===== config.mk =====
export PLATFORM = sky130hd
export DESIGN_NAME = ep0_ctrl_status_low
export DESIGN_NICKNAME = d
export VERILOG_FILES = /design/src/hdl/ep0_csr_pkg.sv /design/src/hdl/ep0_ctrl_status_low.sv
export SDC_FILE = /design/constraint.sdc
export NUM_CORES = 1
export LEC_CHECK = 0
export ABC_AREA = 0
export BUFFER_PORTS_ARGS = -buffer_cell sky130_fd_sc_hd__buf_2
export CORE_UTILIZATION = 50
export DETAILED_ROUTE_END_ITERATION = 8
export GPL_TIMING_DRIVEN = 1
export PLACE_DENSITY = 0.93
export SYNTH_ARGS = -nofsm -noshare
export SYNTH_HDL_FRONTEND = slang
export SYNTH_SLANG_ARGS = --single-unit

===== constraint.sdc =====
create_clock -name core_clk -period 4 [get_ports core_clk]
set_clock_uncertainty 0.15 [all_clocks]
set_input_delay 0.2 -clock core_clk [delete_from_list [all_inputs] [get_ports core_clk]]
set_output_delay 0.2 -clock core_clk [all_outputs]
set_load 0.1 [all_outputs]

===== src/hdl/ep0_csr_pkg.sv =====
package ep0_csr_pkg;

    // Bus geometry
    localparam int ADDR_W = 12;
    localparam int DATA_W = 32;
    localparam int INT_W = 4;

    // Register index as printed, byte address derived
    localparam logic [ADDR_W-1:0] CSR_IDX = 12'h102;
    localparam logic [ADDR_W-1:0] CSR_ADDR = 12'(CSR_IDX * 4);
    localparam logic [ADDR_W-1:0] CFG_ADDR = 12'h400;
    localparam logic [ADDR_W-1:0] INT_STS_ADDR = 12'h410;
    localparam logic [ADDR_W-1:0] INT_MSK_ADDR = 12'h414;

    // Low control byte fields, shared positions
    localparam int B_RX_RDY = 0;
    localparam int B_TX_RDY = 1;
    localparam int B_STALL = 2;
    localparam int B_SETUP = 3;
    localparam int B_DATA_END = 3;
    localparam int B_ERR = 4;
    localparam int B_SETUP_END = 4;
    localparam int B_IN_REQ = 5;
    localparam int B_SEND_STALL = 5;
    localparam int B_STATUS = 6;
    localparam int B_RX_CLR = 6;
    localparam int B_NAK_TO = 7;
    localparam int B_SETUP_END_CLR = 7;

    // Configuration and interrupt fields
    localparam int B_HOST_ROLE = 0;
    localparam int I_TX_DONE = 0;
    localparam int I_RX_PKT = 1;
    localparam int I_NO_RESP = 2;
    localparam int I_SETUP_END = 3;

    // Reset values
    localparam logic [7:0] CSR_RESET = 8'h00;
    localparam logic [INT_W-1:0] INT_RESET = 4'h0;

    // Responses
    localparam logic [1:0] RESP_OKAY = 2'h0;
    localparam logic [1:0] RESP_SLVERR = 2'h2;

    typedef enum logic [2:0] {
        SEL_NONE,
        SEL_CSR,
        SEL_CFG,
        SEL_STS,
        SEL_MSK
    } reg_sel_e;

    // Events reported by the packet engine
    typedef struct packed {
        logic tx_done;
        logic rx_packet;
        logic stall_rx;
        logic no_response;
        logic nak_limit;
        logic ctrl_end_early;
        logic stall_sent;
        logic stage_done;
    } ep0_ev_s;

    // Commands to the packet engine
    typedef struct packed {
        logic host_role;
        logic in_request;
        logic tx_ready;
        logic setup_token;
        logic status_stage;
        logic toggle_force_one;
        logic toggle_reset;
        logic halted;
        logic send_stall;
        logic data_end;
        logic fifo_flush;
    } ep0_cmd_s;

endpackage : ep0_csr_pkg


===== src/hdl/ep0_ctrl_status_low.sv =====
`timescale 1ns/1ns
`default_nettype none

module ep0_ctrl_status_low
    import ep0_csr_pkg::*;
(
    // Clock and reset
    input wire logic core_clk,
    input wire logic rst,
    // AXI4-Lite write address and data
    input wire logic [ADDR_W-1:0] s_axi_awaddr,
    input wire logic s_axi_awvalid,
    output logic s_axi_awready,
    input wire logic [DATA_W-1:0] s_axi_wdata,
    input wire logic [3:0] s_axi_wstrb,
    input wire logic s_axi_wvalid,
    output logic s_axi_wready,
    // AXI4-Lite write response
    output logic [1:0] s_axi_bresp,
    output logic s_axi_bvalid,
    input wire logic s_axi_bready,
    // AXI4-Lite read
    input wire logic [ADDR_W-1:0] s_axi_araddr,
    input wire logic s_axi_arvalid,
    output logic s_axi_arready,
    output logic [DATA_W-1:0] s_axi_rdata,
    output logic [1:0] s_axi_rresp,
    output logic s_axi_rvalid,
    input wire logic s_axi_rready,
    // Packet engine
    input wire ep0_ev_s ev,
    output ep0_cmd_s cmd,
    // Interrupt
    output logic irq
);

    function automatic reg_sel_e decode(input logic [ADDR_W-1:0] a);
        reg_sel_e s;
        s = SEL_NONE;
        case (a)
            CSR_ADDR: s = SEL_CSR;
            CFG_ADDR: s = SEL_CFG;
            INT_STS_ADDR: s = SEL_STS;
            INT_MSK_ADDR: s = SEL_MSK;
            default: s = SEL_NONE;
        endcase
        return s;
    endfunction : decode

    // Bus state
    logic aw_have_q, w_have_q;
    logic [ADDR_W-1:0] awaddr_q;
    logic [DATA_W-1:0] wdata_q;
    logic [3:0] wstrb_q;
    logic aw_hs, w_hs, ar_hs, wr_fire;
    logic aw_have_d, w_have_d, bvalid_d, rvalid_d;
    reg_sel_e wsel, rsel;

    // Control byte state
    logic host_q;
    logic nak_to_q, status_q, in_req_q, err_q, setup_q;
    logic stalled_q, tx_ready_q, rx_ready_q;
    logic send_stall_q, setup_end_q, data_end_q;
    logic force_one_q, toggle_rst_q, flush_q;
    logic [INT_W-1:0] int_sts_q, int_msk_q, int_ev;
    logic [7:0] csr_view;
    logic [DATA_W-1:0] rd_val;

    // Write strobes
    logic we_csr, we_cfg, we_sts, we_msk;
    logic [7:0] wd;
    logic h_we, d_we;

    assign aw_hs = s_axi_awvalid & s_axi_awready;
    assign w_hs = s_axi_wvalid & s_axi_wready;
    assign ar_hs = s_axi_arvalid & s_axi_arready;
    assign wr_fire = aw_have_q & w_have_q & ~s_axi_bvalid;
    assign wsel = decode(awaddr_q);
    assign rsel = decode(s_axi_araddr);
    assign wd = wdata_q[7:0];
    assign we_csr = wr_fire & (wsel == SEL_CSR) & wstrb_q[0];
    assign we_cfg = wr_fire & (wsel == SEL_CFG) & wstrb_q[0];
    assign we_sts = wr_fire & (wsel == SEL_STS) & wstrb_q[0];
    assign we_msk = wr_fire & (wsel == SEL_MSK) & wstrb_q[0];
    assign h_we = we_csr & host_q;
    assign d_we = we_csr & ~host_q;

    assign aw_have_d = aw_hs | (aw_have_q & ~wr_fire);
    assign w_have_d = w_hs | (w_have_q & ~wr_fire);
    assign bvalid_d = wr_fire | (s_axi_bvalid & ~s_axi_bready);
    assign rvalid_d = ar_hs | (s_axi_rvalid & ~s_axi_rready);

    // Write channel handshake
    always_ff @(posedge core_clk or posedge rst) begin
        if (rst) begin
            aw_have_q <= 1'b0;
            w_have_q <= 1'b0;
            s_axi_awready <= 1'b0;
            s_axi_wready <= 1'b0;
            s_axi_bvalid <= 1'b0;
            s_axi_bresp <= RESP_OKAY;
            awaddr_q <= '0;
            wdata_q <= '0;
            wstrb_q <= '0;
        end else begin
            aw_have_q <= aw_have_d;
            w_have_q <= w_have_d;
            s_axi_awready <= ~aw_have_d;
            s_axi_wready <= ~w_have_d;
            s_axi_bvalid <= bvalid_d;
            if (aw_hs) begin
                awaddr_q <= s_axi_awaddr;
            end
            if (w_hs) begin
                wdata_q <= s_axi_wdata;
                wstrb_q <= s_axi_wstrb;
            end
            if (wr_fire) begin
                s_axi_bresp <= (wsel == SEL_NONE) ? RESP_SLVERR : RESP_OKAY;
            end
        end
    end

    // Read channel
    always_comb begin
        case (rsel)
            SEL_CSR: rd_val = {24'h0, csr_view};
            SEL_CFG: rd_val = {31'h0, host_q};
            SEL_STS: rd_val = {28'h0, int_sts_q};
            SEL_MSK: rd_val = {28'h0, int_msk_q};
            default: rd_val = '0;
        endcase
    end

    always_ff @(posedge core_clk or posedge rst) begin
        if (rst) begin
            s_axi_arready <= 1'b0;
            s_axi_rvalid <= 1'b0;
            s_axi_rdata <= '0;
            s_axi_rresp <= RESP_OKAY;
        end else begin
            s_axi_arready <= ~rvalid_d;
            s_axi_rvalid <= rvalid_d;
            if (ar_hs) begin
                s_axi_rdata <= rd_val;
                s_axi_rresp <= (rsel == SEL_NONE) ? RESP_SLVERR : RESP_OKAY;
            end
        end
    end

    // Role-dependent view of the control byte
    always_comb begin
        if (host_q) begin
            csr_view = {nak_to_q, status_q, in_req_q, err_q, setup_q,
                        stalled_q, tx_ready_q, rx_ready_q};
        end else begin
            csr_view = {2'b00, send_stall_q, setup_end_q, data_end_q,
                        stalled_q, tx_ready_q, rx_ready_q};
        end
    end

    // Role selection
    always_ff @(posedge core_clk or posedge rst) begin
        if (rst) begin
            host_q <= 1'b0;
        end else if (we_cfg) begin
            host_q <= wd[B_HOST_ROLE];
        end
    end

    // Host-only bits
    always_ff @(posedge core_clk or posedge rst) begin
        if (rst) begin
            nak_to_q <= CSR_RESET[B_NAK_TO];
            status_q <= CSR_RESET[B_STATUS];
            in_req_q <= CSR_RESET[B_IN_REQ];
            err_q <= CSR_RESET[B_ERR];
            setup_q <= CSR_RESET[B_SETUP];
        end else begin
            if (host_q & ev.nak_limit) begin
                nak_to_q <= 1'b1;
            end else if (h_we & ~wd[B_NAK_TO]) begin
                nak_to_q <= 1'b0;
            end
            if (h_we) begin
                status_q <= wd[B_STATUS];
            end
            if (h_we) begin
                in_req_q <= wd[B_IN_REQ];
            end else if (host_q & ev.rx_packet) begin
                in_req_q <= 1'b0;
            end
            if (host_q & ev.no_response) begin
                err_q <= 1'b1;
            end else if (h_we & ~wd[B_ERR]) begin
                err_q <= 1'b0;
            end
            if (h_we & wd[B_SETUP]) begin
                setup_q <= 1'b1;
            end else if (host_q & ev.tx_done) begin
                setup_q <= 1'b0;
            end
        end
    end

    // Shared handshake bits
    always_ff @(posedge core_clk or posedge rst) begin
        if (rst) begin
            stalled_q <= CSR_RESET[B_STALL];
            tx_ready_q <= CSR_RESET[B_TX_RDY];
            rx_ready_q <= CSR_RESET[B_RX_RDY];
        end else begin
            if (host_q ? ev.stall_rx : ev.stall_sent) begin
                stalled_q <= 1'b1;
            end else if (we_csr & ~wd[B_STALL]) begin
                stalled_q <= 1'b0;
            end
            if (we_csr & wd[B_TX_RDY]) begin
                tx_ready_q <= 1'b1;
            end else if (ev.tx_done) begin
                tx_ready_q <= 1'b0;
            end
            if (ev.rx_packet) begin
                rx_ready_q <= 1'b1;
            end else if (h_we & ~wd[B_RX_RDY]) begin
                rx_ready_q <= 1'b0;
            end else if (d_we & wd[B_RX_CLR]) begin
                rx_ready_q <= 1'b0;
            end
        end
    end

    // Device-only bits
    always_ff @(posedge core_clk or posedge rst) begin
        if (rst) begin
            send_stall_q <= CSR_RESET[B_SEND_STALL];
            setup_end_q <= CSR_RESET[B_SETUP_END];
            data_end_q <= CSR_RESET[B_DATA_END];
        end else begin
            if (d_we & wd[B_SEND_STALL]) begin
                send_stall_q <= 1'b1;
            end else if (ev.stall_sent) begin
                send_stall_q <= 1'b0;
            end
            if (~host_q & ev.ctrl_end_early & ~data_end_q) begin
                setup_end_q <= 1'b1;
            end else if (d_we & wd[B_SETUP_END_CLR]) begin
                setup_end_q <= 1'b0;
            end
            if (d_we & wd[B_DATA_END]) begin
                data_end_q <= 1'b1;
            end else if (ev.stage_done | ev.ctrl_end_early) begin
                data_end_q <= 1'b0;
            end
        end
    end

    // One-cycle commands to the packet engine
    always_ff @(posedge core_clk or posedge rst) begin
        if (rst) begin
            force_one_q <= 1'b0;
            toggle_rst_q <= 1'b0;
            flush_q <= 1'b0;
        end else begin
            force_one_q <= h_we & wd[B_STATUS]
                           & (wd[B_TX_RDY] | wd[B_IN_REQ]);
            toggle_rst_q <= h_we & wd[B_SETUP] & wd[B_TX_RDY];
            flush_q <= ~host_q & ev.ctrl_end_early & ~data_end_q;
        end
    end

    assign cmd.host_role = host_q;
    assign cmd.in_request = in_req_q;
    assign cmd.tx_ready = tx_ready_q;
    assign cmd.setup_token = setup_q;
    assign cmd.status_stage = status_q;
    assign cmd.toggle_force_one = force_one_q;
    assign cmd.toggle_reset = toggle_rst_q;
    assign cmd.halted = nak_to_q;
    assign cmd.send_stall = send_stall_q;
    assign cmd.data_end = data_end_q;
    assign cmd.fifo_flush = flush_q;

    // Interrupt sources
    always_comb begin
        int_ev = '0;
        int_ev[I_TX_DONE] = ev.tx_done & tx_ready_q;
        int_ev[I_RX_PKT] = ev.rx_packet;
        int_ev[I_NO_RESP] = host_q & ev.no_response;
        int_ev[I_SETUP_END] = ~host_q & ev.ctrl_end_early & ~data_end_q;
    end

    // Sticky status, write one to clear, set wins
    always_ff @(posedge core_clk or posedge rst) begin
        if (rst) begin
            int_sts_q <= INT_RESET;
        end else begin
            int_sts_q <= int_ev
                         | (int_sts_q & ~(we_sts ? wd[INT_W-1:0] : '0));
        end
    end

    always_ff @(posedge core_clk or posedge rst) begin
        if (rst) begin
            int_msk_q <= INT_RESET;
        end else if (we_msk) begin
            int_msk_q <= wd[INT_W-1:0];
        end
    end

    always_ff @(posedge core_clk or posedge rst) begin
        if (rst) begin
            irq <= 1'b0;
        end else begin
            irq <= |(int_sts_q & int_msk_q);
        end
    end

    // Checks
    chk_nak_halts: assert property (
        @(posedge core_clk) disable iff (rst)
        host_q && ev.nak_limit |=> nak_to_q && cmd.halted)
        else $error("NAK limit did not halt endpoint");

    chk_status_toggle: assert property (
        @(posedge core_clk) disable iff (rst)
        h_we && wd[B_STATUS] && (wd[B_TX_RDY] || wd[B_IN_REQ])
            |=> force_one_q ##1 !force_one_q || $past(h_we))
        else $error("Status stage did not force toggle one");

    chk_in_clear: assert property (
        @(posedge core_clk) disable iff (rst)
        host_q && ev.rx_packet && !h_we |=> !in_req_q && rx_ready_q)
        else $error("IN request not cleared on receive");

    chk_err_irq: assert property (
        @(posedge core_clk) disable iff (rst)
        host_q && ev.no_response && int_msk_q[I_NO_RESP] && !we_msk
            |=> err_q ##1 irq)
        else $error("No-response error did not raise interrupt");

    chk_setup_reset: assert property (
        @(posedge core_clk) disable iff (rst)
        h_we && wd[B_SETUP] && wd[B_TX_RDY]
            |=> toggle_rst_q && setup_q && tx_ready_q)
        else $error("Setup token did not reset toggle");

    chk_tx_clear: assert property (
        @(posedge core_clk) disable iff (rst)
        ev.tx_done && tx_ready_q && !(we_csr && wd[B_TX_RDY])
            |=> !tx_ready_q && int_sts_q[I_TX_DONE])
        else $error("Transmit ready not cleared after send");

    chk_rx_w0c: assert property (
        @(posedge core_clk) disable iff (rst)
        h_we && !wd[B_RX_RDY] && !ev.rx_packet |=> !rx_ready_q)
        else $error("Host receive ready not cleared by write zero");

    chk_rx_device: assert property (
        @(posedge core_clk) disable iff (rst)
        !host_q && rx_ready_q && !(d_we && wd[B_RX_CLR]) |=> rx_ready_q)
        else $error("Device receive ready lost without clear");

    chk_setup_end_flush: assert property (
        @(posedge core_clk) disable iff (rst)
        !host_q && ev.ctrl_end_early && !data_end_q |=> setup_end_q && flush_q
            ##1 !flush_q || $past(ev.ctrl_end_early))
        else $error("Early end did not flag and flush");

    chk_stall_sticky: assert property (
        @(posedge core_clk) disable iff (rst)
        !host_q && stalled_q && !(d_we && !wd[B_STALL]) |=> stalled_q)
        else $error("Stall sent flag dropped without write zero");

    chk_reset_zero: assert property (
        @(posedge core_clk)
        $fell(rst) |-> csr_view == CSR_RESET)
        else $error("Control byte not zero after reset");

endmodule : ep0_ctrl_status_low

`default_nettype wire


### Word level (Yosys, flattened, before mapping)

Index checks and enable logic that the tools add are counted.

* register bits: 88
* input bits: 75
* logic and storage cells: 151
* output and inout port bits: 53

* reductions and logical operators: 13
* bitwise gates (word level): 62
* muxes and demuxes: 29
* equal/unequal tests: 16

Operator list (number)
* == test 12 x 11 -> 1 bit, second input constant: 8
* AND 1 bit: 39
* one-hot mux 8 bit (4 select lines): 1
* one-hot mux 3 bit (4 select lines): 2
* two-way mux 1 bit: 22
* nonzero test 2 bit: 9
* NOT 1 bit: 13
* == test 3 x 2 -> 1 bit, second input constant: 4
* AND 4 bit: 2
* two-way mux 8 bit: 1
* == test 3 x 1 -> 1 bit, second input constant: 2
* == test 3 bit, second input constant: 2
* zero test 3 bit: 2
* OR 1 bit: 6
* two-way mux 2 bit: 2
* two-way mux 4 bit: 1
* NOT 4 bit: 1
* OR 4 bit: 1
* OR reduction 4 bit: 1
* nonzero test 3 bit: 1

### Longest topological paths before layout

* depth in word-level cells: 10
* depth in mapped cells: 6
* gate-level depth less buffers: 5

### Worst setup path after synthesis

No wires, ideal clock.

* kind: register to register
* start: register s_axi_bvalid
* end: register setup_q
* setup slack: 1.793 ns
* buffers on the path: 1
* clock period less this slack: 2.207 ns
* stages on the path, launching flop included: 6
* required time: 3.728 ns
* data arrival time: 1.936 ns
* cells stage by stage: dfrtp_1 > and4b_1 > and4_1 > and3_1 > buf_2 > a32o_1

* word-level cells in the longest chain between the ends: 7
* elaborated cells between the ends (all ways): 8
* classes of those cells: mux: 1; bitwise: 6; reduce/logical: 1

RTL lines
* from (decl): RTL line ep0_ctrl_status_low.sv:20 `output logic s_axi_bvalid,`
* from (signal assigned): RTL line ep0_ctrl_status_low.sv:110 `s_axi_bvalid <= bvalid_d;`
* NOT 1 bit (*): RTL line ep0_ctrl_status_low.sv:77 `assign wr_fire = aw_have_q & w_have_q & ~s_axi_bvalid;`
* AND 1 bit (*): RTL line ep0_ctrl_status_low.sv:77
* AND 1 bit (*) (2 in a row): RTL line ep0_ctrl_status_low.sv:81 `assign we_csr = wr_fire & (wsel == SEL_CSR) & wstrb_q[0];`
* AND 1 bit (*): RTL line ep0_ctrl_status_low.sv:85 `assign h_we = we_csr & host_q;`
* AND 1 bit (*): RTL line ep0_ctrl_status_low.sv:198 `if (h_we & wd[B_SETUP]) begin`
* two-way mux 1 bit or nonzero test 2 bit (tied branches)
* to (signal assigned): RTL line ep0_ctrl_status_low.sv:178 `setup_q <= CSR_RESET[B_SETUP];`
* to (decl): RTL line ep0_ctrl_status_low.sv:61 `logic nak_to_q, status_q, in_req_q, err_q, setup_q;`

Mark *: on every way between the ends. The rest lies on a longest branch, timed or not.
A chain may end at the register's enable or synchronous reset.

### Final worst setup path

* start: register host_q
* end: output port cmd[10] in the netlist's numbering

RTL lines
* from (decl): RTL line ep0_ctrl_status_low.sv:60 `logic host_q;`
* from (signal assigned): RTL line ep0_ctrl_status_low.sv:167 `host_q <= wd[B_HOST_ROLE];`
* to (decl): RTL line ep0_ctrl_status_low.sv:32 `output ep0_cmd_s cmd,`

No word-level cell between the ends.

==> reports/metrics.cfg <==
[drt]
routed-via-count = 2218
viasPerCell = 5.10
drc = 0
ant_nets = 0
wl_per_cell_um = 14.4
drtPass1Iterations = 4
drt_wl_total_um = 6260
drt_iter0_markers = 116

[global_route]
met2_usage_pct = 40.3
antenna_found_initial = 0
grt_max_degree = 33
grt_pass1_wl_um = 10300
grt_pass1_vias = 2260
grt_util_met3_pct = 8.49
grtUsageMet1_pct = 24.1
track_usage_pct = 22.4
grt.busiest_layer = met2
grt-ovfl-total = 0

[critical_path]
cp_max_fo = 19
end_kind = primary output
r2r_slack_ns = 2.03
r2r_end = int_msk_q[0]
critPathArrivalTime_ns = 1.64
slowest_stage = dfrtp_1
path_buf_inv = 1
critPathRequiredTime_ns = 3.65
critPathKind = flop to primary output
rr_startpoint = awaddr_q[0]
crit_start = host_q
max_stage_delay_ns = 0.75
cp_top_family = flip-flops
path_cells = buf_2
startpoint_type = flop
reg2reg_depth = 4

[timing]
fin_setup_tns_ns = 0
max_freq_mhz = 504
rsz0062_at_grt = no
fin_crit_sh_pct = 49.6
relSlewSlack_pct = 57.7
worst_slew_pin_slew_ns = 0.633
maxSlewViolCount = 0
finalHoldViolations = 0
setup_violations = 0
period_needed_ns = 1.99

[power]
p_seq_share_pct = 44.4
peakVddDrop_v = 0.000493
combinationalPowerShare_pct = 32.3
power_leakage_nw = 1.79
power_density_nw_per_um2 = 565
pwr-share-clk_pct = 23.3
p_sw_w = 0.000809
swShare_pct = 39.4
p_int_w = 0.00124

[placement]
port_buffers = 74
placed_cells = 392
gp_congestion = 0.833
dp_hpwl_um = 4230

[synthesis]
avgSynthCellArea_um2 = 11.2
synthMuxAreaShare_pct = 13.8
ys_seq_area_share_pct = 53.0
yosys.area.top_type_share_pct = 53.0
synth_top_family_by_area = multiplexers
netlist-cell-type-count = 40
ys_seq_elements = 62
synth_xor_area_share_pct = 0
synth_enable_flop_cells = 0
ys_top_cells_by_area = dfrtp_1, mux2_2, buf_4
async_flop_share_pct = 100
yosysWarnings = 0
synth_compound_area_share_pct = 8.55
synth_adder_area_share_pct = 0
yosys.area_share.simple_pct = 11.9
syn_inst = 262
syn_area_um2 = 2930
yosys.area.top_type = dfrtp_1
synth_top_flop_cell = dfrtp_1

[clock_network]
cts_hold_repair.buffers = 28
cts_tree = done
clockBufferDepth = 2
cts_sinks = 62
post-cts-setup-buffer-count = 0
cts_max_level = 3
cts_resized = 0
clock-root-buffer = clkbuf_8
clkLatencyLatePin_ns = 0.34
clk_pin_slew_ns = 0.06
cts_made_buffers = 9

[final_layout]
antennaDiodeCount = 0
instances_no_fill = 435
ff_latch_area_um2 = 1550
drive_above_1_share_pct = 33.6
fin_nets = 434
nFillCells = 434
syn2layout_area_growth_pct = 23.8
multi_input_area_um2 = 1100

[worst_hold_path]
hold_start = s_axi_arvalid
holdPathEnd = s_axi_rresp[1]
whs_path_depth = 3
hold_class = input pin to flop

[die]
coreArea_um2 = 5570
start_util_pct = 52.5
io_pins = 128
die_x_um = 78.5
fp.dieH_um = 78.5
rows = 27
die_area_um2 = 6170

[job]
max_cap_violations = 0

[run_status]
status = finished clean

-- flip-flops by register name (all words and copies together) (netlist names), 4 cells and up --
register / count
awaddr_q: 12
int_msk_q: 4
int_sts_q: 4
s_axi_rdata: 8
wdata_q: 8
-- layout make-up --
cell class / count / area share (%)
clock buffers: 14 / 4.49
multi-input cells: 168 / 30.4
repair buffers: 103 / 18.2
flip-flops and latches: 62 / 42.8
inverters: 15 / 1.55
clock inverters: 1 / 0.138
well taps: 72 / 2.49
-- power groups by stage --
stage	combinational [W]	clock [W]	sequential [W]
finish	0.000661	0.000478	0.000910
global route	0.000699	0.000520	0.000927
CTS	0.000656	0.000488	0.000901
detailed placement	0.000631	0	0.000912
global placement	0.000612	0	0.000902
floorplan	0.000390	0	0.00104
-- routing by layer --
metal | vias to the layer above | share of wire (%)
met5 | - | 0
met4 | 0 | 1.8
met3 | 13 | 7.7
met2 | 109 | 51
met1 | 1061 | 39
li1 | 1035 | -
-- per-stage QoR --
| stage | area (um2) | total power [W] | util, % | hold slack, ns | setup slack [ns] |
|---|---|---|---|---|---|
| 2_1_floorplan | 3020 | 0.00143 | - | 0.146 | 1.79 |
| 3_3_place_gp | 3180 | 0.00151 | 57.0 | 0.167 | 2.10 |
| 3_5_place_dp | 3180 | 0.00154 | 57.0 | 0.173 | 2.02 |
| 4_1_cts | 3620 | 0.00204 | 65.0 | 0.000893 | 1.98 |
| 5_1_grt | 3620 | 0.00215 | 65.0 | 0.0166 | 1.92 |
| 6_report | 3620 | 0.00205 | 65.0 | 0.0126 | 2.01 |
-- synthesized netlist by cell type, types with 2 or more instances --
library cell and n:
nand3_1 2, nand2b_1 3, a21o_1 2, o21ai_0 11
nor3b_1 2, buf_6 2, a22o_1 2, nor2_1 10
and3_1 2, mux2_2 28, dfrtp_1 62, a32o_1 2
and4_1 3, buf_4 37, nand2_1 30, a22oi_1 3
nor3_1 2, nand4_1 2, o21ai_1 8, mux2i_1 9
a21oi_1 7, inv_1 15
-- layout by cell type, fill, tap and decap left out, types with 3 or more instances in the layout --
cell type / n
o21ai_0: 11
a21oi_1: 7
dlygate4sd3_1: 28
o21ai_1: 8
clkbuf_1: 3
inv_1: 14
nand2b_1: 3
nor2_1: 10
buf_2: 74
mux2i_1: 9
dfrtp_1: 62
nand2_1: 30
clkbuf_8: 11
a22oi_1: 3
and4_1: 3
mux2_2: 28
conb_1: 26
-- worst max-delay path by stage --
stage / depth (start not counted) / slack (ns) / endpoint
2_1_floorplan: 5 / 1.79 / setup_q
3_3_place_gp: 4 / 2.10 / int_msk_q[0]
3_5_place_dp: 4 / 2.02 / int_msk_q[0]
4_1_cts: 1 / 1.98 / cmd[10]
5_1_grt: 4 / 1.92 / int_msk_q[1]
6_report: 1 / 2.01 / cmd[10]
-- kinds of logic after synthesis --
group           count (synthesis)
flops                          62
other cells                     1
mux                            37
simple gates                   65
compound gates                 40
buf+inv                        57
Note: power is estimated with default switching activity, not from simulation.
